<file path="src/hw/led_check_pkg.sv">
package led_check_pkg;

	// ----------------------------------------
	// Timing
	// ----------------------------------------
	localparam int CLK_FREQ_HZ = 40000000;
	localparam int SHORT_TEST_US = 20;
	// Longest window, rounded down to whole cycles
	localparam int SHORT_TEST_CYCLES = SHORT_TEST_US * (CLK_FREQ_HZ / 1000000);
	localparam int TEST_CNT_W = 10;
	localparam logic [TEST_CNT_W-1:0] TEST_CNT_LAST = TEST_CNT_W'(SHORT_TEST_CYCLES - 1);
	localparam logic [TEST_CNT_W-1:0] TEST_CNT_ZERO = 10'h000;

	// ----------------------------------------
	// Channels and status layout
	// ----------------------------------------
	localparam int NUM_LEDS = 2;
	localparam int STAT_W = 8;
	localparam int STAT_SHORT_LSB = 0;
	localparam int STAT_OPEN_LSB = 2;
	localparam int STAT_DRAIN_LSB = 4;
	localparam int STAT_THERMAL_BIT = 6;
	localparam int STAT_BUSY_BIT = 7;

	typedef enum logic [2:0] {
		ST_IDLE = 3'b001,
		ST_SHORT_TEST = 3'b010,
		ST_CONN_CHECK = 3'b100
	} check_state_e;

endpackage

</file>
<file path="src/hw/edge_sync.sv">
`timescale 1ns/1ps
// Two-flop synchroniser for a bus of levels; rising-edge pulse from the settled copy.
module edge_sync #(
	parameter int W = 1
) (
	input wire logic sys_clk,
	input wire logic rst_n,
	input wire logic [W-1:0] async_in,
	output logic [W-1:0] sync_out,
	output logic [W-1:0] rise_out
);
	logic [W-1:0] meta_reg;
	logic [W-1:0] sync_reg;
	logic [W-1:0] prev_reg;

	always_ff @(posedge sys_clk or negedge rst_n) begin
		if (!rst_n) begin
			meta_reg <= '0;
			sync_reg <= '0;
			prev_reg <= '0;
		end else begin
			meta_reg <= async_in;
			sync_reg <= meta_reg;
			prev_reg <= sync_reg;
		end
	end

	assign sync_out = sync_reg;
	assign rise_out = sync_reg & ~prev_reg;
endmodule

</file>
<file path="src/hw/led_fault_check_sequencer.sv">
`timescale 1ns/1ps
module led_fault_check_sequencer (
	input wire logic sys_clk,
	input wire logic rst_b,
	input wire logic led_check_launch,
	input wire logic check_cmd,
	input wire logic led_one_enable,
	input wire logic led_two_enable,
	input wire logic flash_request,
	input wire logic torch_request,
	input wire logic charge_pump_enable,
	input wire logic supercap_bias_enable,
	input wire logic thermal_shutdown,
	input wire logic [1:0] short_detect,
	input wire logic [1:0] open_detect,
	input wire logic [1:0] drain_fault,
	input wire logic fault_clear,
	output logic [1:0] test_bias_enable,
	output logic [1:0] led_output_enable,
	output logic flash_launch,
	output logic torch_launch,
	output logic charge_pump_on,
	output logic supercap_bias_on,
	output logic [7:0] status_value
);
	// ----------------------------------------
	// Reset release and input synchronisers
	// ----------------------------------------
	logic rst_meta_reg;
	logic rst_n;

	always_ff @(posedge sys_clk or negedge rst_b) begin
		if (!rst_b) begin
			rst_meta_reg <= 1'b0;
			rst_n <= 1'b0;
		end else begin
			rst_meta_reg <= 1'b1;
			rst_n <= rst_meta_reg;
		end
	end

	localparam int SYNC_W = 13;
	logic [SYNC_W-1:0] sync_lvl;
	logic [SYNC_W-1:0] sync_rise;

	// Control and analog comparator inputs cross in here; launch has its own, the pump and supercap enables are used raw
	edge_sync #(.W(SYNC_W)) u_sync (
		.sys_clk(sys_clk),
		.rst_n(rst_n),
		.async_in({fault_clear, thermal_shutdown, drain_fault, open_detect, short_detect,
			torch_request, flash_request, led_two_enable, led_one_enable, check_cmd}),
		.sync_out(sync_lvl),
		.rise_out(sync_rise)
	);

	// Only the edge of the launch bit matters, never its level
	logic launch_rise;
	edge_sync #(.W(1)) u_launch (
		.sys_clk(sys_clk),
		.rst_n(rst_n),
		.async_in(led_check_launch),
		.sync_out(),
		.rise_out(launch_rise)
	);

	logic cmd_rise;
	logic en_one;
	logic en_two;
	logic flash_req_s;
	logic torch_req_s;
	logic therm_s;
	logic clr_rise;
	logic [1:0] short_s;
	logic [1:0] open_s;
	logic [1:0] drain_s;
	assign cmd_rise = sync_rise[0];
	assign en_one = sync_lvl[1];
	assign en_two = sync_lvl[2];
	assign flash_req_s = sync_lvl[3];
	assign torch_req_s = sync_lvl[4];
	assign short_s = sync_lvl[6:5];
	assign open_s = sync_lvl[8:7];
	assign drain_s = sync_lvl[10:9];
	assign therm_s = sync_lvl[11];
	assign clr_rise = sync_rise[12];

	// ----------------------------------------
	// State
	// ----------------------------------------
	typedef struct packed {
		led_check_pkg::check_state_e state;
		logic [led_check_pkg::TEST_CNT_W-1:0] count;
		logic [1:0] short_flt;
		logic [1:0] open_flt;
		logic [1:0] drain_flt;
		logic [1:0] disabled;
		logic [1:0] bias;
		logic flash_go;
		logic torch_go;
		logic pump_on;
		logic bias_on;
		logic [7:0] status;
	} seq_s;

	seq_s s_reg;
	seq_s s_next;
	logic seq_active;

	// Flash or torch running means a connectivity check command is dropped
	assign seq_active = s_reg.flash_go | s_reg.torch_go;

	// ----------------------------------------
	// Sequencer
	// ----------------------------------------
	// Bias rises together with the state, so the window spans the full count
	always_comb begin
		s_next = s_reg;
		s_next.bias = 2'b00;
		unique case (s_reg.state)
			led_check_pkg::ST_IDLE: begin
				if (launch_rise) begin
					s_next.state = led_check_pkg::ST_SHORT_TEST;
					s_next.count = led_check_pkg::TEST_CNT_ZERO;
					s_next.bias = 2'b11;
				end else if (cmd_rise && !seq_active) begin
					s_next.state = led_check_pkg::ST_CONN_CHECK;
					s_next.count = led_check_pkg::TEST_CNT_ZERO;
					s_next.bias = 2'b11;
				end
			end
			led_check_pkg::ST_SHORT_TEST: begin
				// Launch edges are not looked at here, so a retrigger is dropped
				s_next.bias = 2'b11;
				s_next.count = s_reg.count + 1'b1;
				if (s_reg.count == led_check_pkg::TEST_CNT_LAST) begin
					s_next.state = led_check_pkg::ST_IDLE;
					s_next.bias = 2'b00;
					s_next.short_flt = s_reg.short_flt | short_s;
					s_next.disabled = s_reg.disabled | short_s;
				end
			end
			led_check_pkg::ST_CONN_CHECK: begin
				// Runs regardless of the enable bits
				s_next.bias = 2'b11;
				s_next.count = s_reg.count + 1'b1;
				if (s_reg.count == led_check_pkg::TEST_CNT_LAST) begin
					s_next.state = led_check_pkg::ST_IDLE;
					s_next.bias = 2'b00;
					s_next.open_flt = s_reg.open_flt | open_s;
					s_next.short_flt = s_reg.short_flt | short_s;
					s_next.disabled = s_reg.disabled | open_s | short_s;
				end
			end
			default: begin
				s_next.state = led_check_pkg::ST_IDLE;
			end
		endcase

		// Continuous drain supervision, set wins over the clear below
		if (clr_rise && s_reg.state == led_check_pkg::ST_IDLE) begin
			s_next.short_flt = 2'b00;
			s_next.open_flt = 2'b00;
			s_next.disabled = 2'b00;
			s_next.drain_flt = drain_s;
		end else begin
			s_next.drain_flt = s_reg.drain_flt | drain_s;
		end

		// No power launch while testing or hot; charge pump also off when hot, supercap bias untouched
		s_next.flash_go = flash_req_s && !therm_s && s_next.state == led_check_pkg::ST_IDLE;
		s_next.torch_go = torch_req_s && !therm_s && s_next.state == led_check_pkg::ST_IDLE;
		s_next.pump_on = charge_pump_enable && !therm_s;
		s_next.bias_on = supercap_bias_enable;

		// Read-only image: only hardware writes it
		s_next.status = 8'h00;
		s_next.status[led_check_pkg::STAT_SHORT_LSB +: led_check_pkg::NUM_LEDS] = s_next.short_flt;
		s_next.status[led_check_pkg::STAT_OPEN_LSB +: led_check_pkg::NUM_LEDS] = s_next.open_flt;
		s_next.status[led_check_pkg::STAT_DRAIN_LSB +: led_check_pkg::NUM_LEDS] = s_next.drain_flt;
		s_next.status[led_check_pkg::STAT_THERMAL_BIT] = therm_s;
		s_next.status[led_check_pkg::STAT_BUSY_BIT] = s_next.state != led_check_pkg::ST_IDLE;
	end

	// ----------------------------------------
	// Registers
	// ----------------------------------------
	// Faults are sticky; only the clear input, seen while idle, drops them
	always_ff @(posedge sys_clk or negedge rst_n) begin
		if (!rst_n) begin
			s_reg <= '{state: led_check_pkg::ST_IDLE, count: led_check_pkg::TEST_CNT_ZERO, default: '0};
		end else begin
			s_reg <= s_next;
		end
	end

	// ----------------------------------------
	// Outputs
	// ----------------------------------------
	// A disabled LED stays dark through later launches until its fault is cleared
	assign test_bias_enable = s_reg.bias;
	assign led_output_enable = {en_two, en_one} & ~s_reg.disabled & {2{s_reg.torch_go | s_reg.flash_go}};
	assign flash_launch = s_reg.flash_go;
	assign torch_launch = s_reg.torch_go;
	assign charge_pump_on = s_reg.pump_on;
	assign supercap_bias_on = s_reg.bias_on;
	assign status_value = s_reg.status;
endmodule
</file>
<file path="config.mk">
export PLATFORM = sky130hd
export DESIGN_NAME = led_fault_check_sequencer
export DESIGN_NICKNAME = d
export VERILOG_FILES = /design/src/hw/led_check_pkg.sv /design/src/hw/edge_sync.sv /design/src/hw/led_fault_check_sequencer.sv
export SDC_FILE = /design/constraint.sdc
export NUM_CORES = 1
export LEC_CHECK = 0
export BUFFER_PORTS_ARGS = -buffer_cell sky130_fd_sc_hd__buf_2
export CORE_MARGIN = 2
export CORE_UTILIZATION = 35
export CTS_CLUSTER_SIZE = 14
export DETAILED_ROUTE_END_ITERATION = 12
export PLACE_DENSITY_LB_ADDON = 0.1
export SLEW_MARGIN = 20
export SYNTH_ARGS = -nofsm -noshare
export SYNTH_HDL_FRONTEND = slang
export SYNTH_SLANG_ARGS = --single-unit
export TNS_END_PERCENT = 100
</file>
<file path="constraint.sdc">
create_clock -name sys_clk -period 1.8 [get_ports sys_clk]
set_input_delay 0.36 -clock sys_clk [delete_from_list [all_inputs] [get_ports sys_clk]]
set_output_delay 0.36 -clock sys_clk [all_outputs]
set_load 0.02 [all_outputs]
</file>
==> results.cfg <==
[run_status]
status = completed

[timing]
rsz0062_at_grt = false
period_needed_ns = 1.71
fmax_mhz = 584
relSlewSlack_pct = 66.1
min_period_over_period_pct = 95.1
worst_pin_slew_ns = 0.509
hold_violations = 0
finalSetupViolCount = 0
finClkSkew_ns = 0.00877
slew_violations = 0

[placement]
post-dp-hpwl_um = 2840
io_buffers = 33
place_inst = 266
place_area_um2 = 2460
gp_congestion = 0.721

[routing]
first_pass_iters = 3
vias = 1332
wl_um = 3970
first_iter_violations = 18
ant_nets = 0
post_drt_wl_per_cell_um = 13.9
post-route-drc-count = 0
vias_per_cell = 4.66

[worst_setup_path]
cp-end-kind = flop
r2r_setup_slack_ns = 0.09
arrival_ns = 1.97
cp_slowest_cell = or3b_2
worstSetupPathType = flop to flop
critPathLaunchType = flop
worstRegToRegCells = 6
crit_chain = ha_2, nand4_1, nor3_4, buf_4, or3b_2, a21oi_2
crit_required_ns = 2.06
cpPeakStageDelay_ns = 0.45
cp_max_fo = 7

[floorplanning]
start_util_pct = 36.7
die_h_um = 83.2
die_w_um = 83.2
dieArea_um2 = 6930
core_um2 = 5990
ios = 34
num_rows = 28

[clocking]
h-tree-depth = 3
clk_pin_slew_ns = 0.07
cts_root_buf = clkbuf_8
cts_sinks = 61
insertion_delay_ns = 0.33
cts_tree = yes
cts_buffers = 9
cts_buffer_depth = 2

[grt]
grt_max_degree = 30
antenna_found_initial = 0
grt_pass1_vias = 1472
grt-ovfl-total = 0
groute.usage.overall_pct = 12.8
grt_first_pass_wirelength_um = 6900

[logic_synthesis]
avgSynthCellArea_um2 = 13.6
synth_warnings = 0
synth.most_common_cell = dfrtp_1
synth_common_cells = dfrtp_1, nor2_1, buf_4, a21oi_1
synth_area_leaders = dfrtp_1, buf_4, xnor2_1, nor2_1, a21oi_1
synth_edf_count = 0
yosys.area.top_type = dfrtp_1
syn-num-nets = 180
synth_top_area_share_pct = 68.3
synth_seq_cells = 61
synth_area_um2 = 2200
syn_inst = 161
synth_top_flop_cell = dfrtp_1
yosysUniqueCellTypes = 41
async_reset_ff_share_pct = 100
yosysSeqAreaShare_pct = 69.5

[pwr]
powerDensity_nw_per_um2 = 1310
ir_drop_uv = 604
p_leak_nw = 1.25

[flow_run]
cap_violations = 0

[cells_and_area]
area_delta_synth_final_pct = 23.9
drive_gt1_share_pct = 36.0
design_area_um2 = 2720
largest_reg_flops = 15
fin_cells = 286
num_antenna_cells = 0
fin_nets = 225

[hold_path]
whs_path_depth = 1
hp-class = input port to flop
## cell usage in the layout, fill, tap and decap left out, drive strengths merged, types with 4 or more instances in the layout
master,instances
a21oi,7
buf,46
clkbuf,9
dfrtp,60
inv,5
nand3,4
nor2,12
nor3,7
nor3b,4
nor4b,4
xnor2,7
## layout make-up
class | instances | area (um^2)
inverters | 4 | 15.0
repair buffers | 47 | 285
clock inverters | 7 | 98.8
well taps | 75 | 93.8
clock buffers | 9 | 124
multi-input cells | 83 | 577
flip-flops and latches | 61 | 1530
fillers | 556 | 3270
## logic make-up after synthesis
family	synth area share, %
other cells	0.171
fa+ha+maj	0.569
buf+inv	4.67
compound gates	6.21
xor+xnor	3.13
flops	69.5
simple gates	15.3
mux	0.456
## timing repair
| action | 4_1_cts | 5_1_grt |
|---|---|---|
| resized for setup | 0 | 3 |
| setup buffers | 2 | 1 |
| pin swaps | 1 | 2 |
| hold buffers | 1 | 0 |
| hold endpoints to repair | 2 | 0 |
| gates cloned | 0 | 0 |
| setup endpoints to repair | 2 | 6 |
## through the flow
| step | utilization [%] | setup WS, ns | setup TNS [ns] | hold WS [ns] | power (mW) |
|---|---|---|---|---|---|
| floorplan | - | 0.0386 | 0 | 0.0644 | 2.05 |
| global placement | 41.0 | 0.0601 | 0 | 0.145 | 2.24 |
| detailed placement | 41.0 | -0.0586 | -0.0586 | 0.145 | 2.25 |
| CTS | 45.2 | 0.0115 | 0 | 0.108 | 3.60 |
| global route | 45.4 | 0.00180 | 0 | 0.102 | 3.76 |
| finish | 45.4 | 0.0882 | 0 | 0.128 | 3.58 |
## report_power, final
part	leakage [nW]	switching [mW]	internal (mW)
registers	0.751	0.107	1.51
logic	0.385	0.369	0.262
clock network	0.110	0.548	0.786
total	1.25	1.02	2.55
## path summary, 6_finish.rpt
kind,startpoint,to
worst min register to register,rst_n,u_launch.meta_reg
worst min-delay path,drain_fault[0],u_sync.meta_reg[9]
max in group asynchronous,rst_n,status_value[5]
worst max-delay path,s_reg[22],s_reg[33]
worst max register to register,s_reg[22],s_reg[33]
min in group asynchronous,rst_n,u_launch.meta_reg
## worst max-delay path: cells and delay by family (launching register included)
kind,cells,cell delay (ns)
simple gates,3,0.74
compound gates,1,0.13
fa+ha+maj,1,0.21
flops,1,0.39
buf+inv,1,0.16
## metal layers
layer  wire length [um]  GRT usage [%]  vias to the layer above  part of all wire [%]
met5                  0              0                        -                     0
met3                147           4.47                        9                   3.7
li1                   -              -                      632                     -
met1               1810           15.4                      669                    46
met2               1940           20.5                       22                    49
met4                 68           6.26                        0                   1.7
Note: power is estimated with default switching activity, not from simulation.
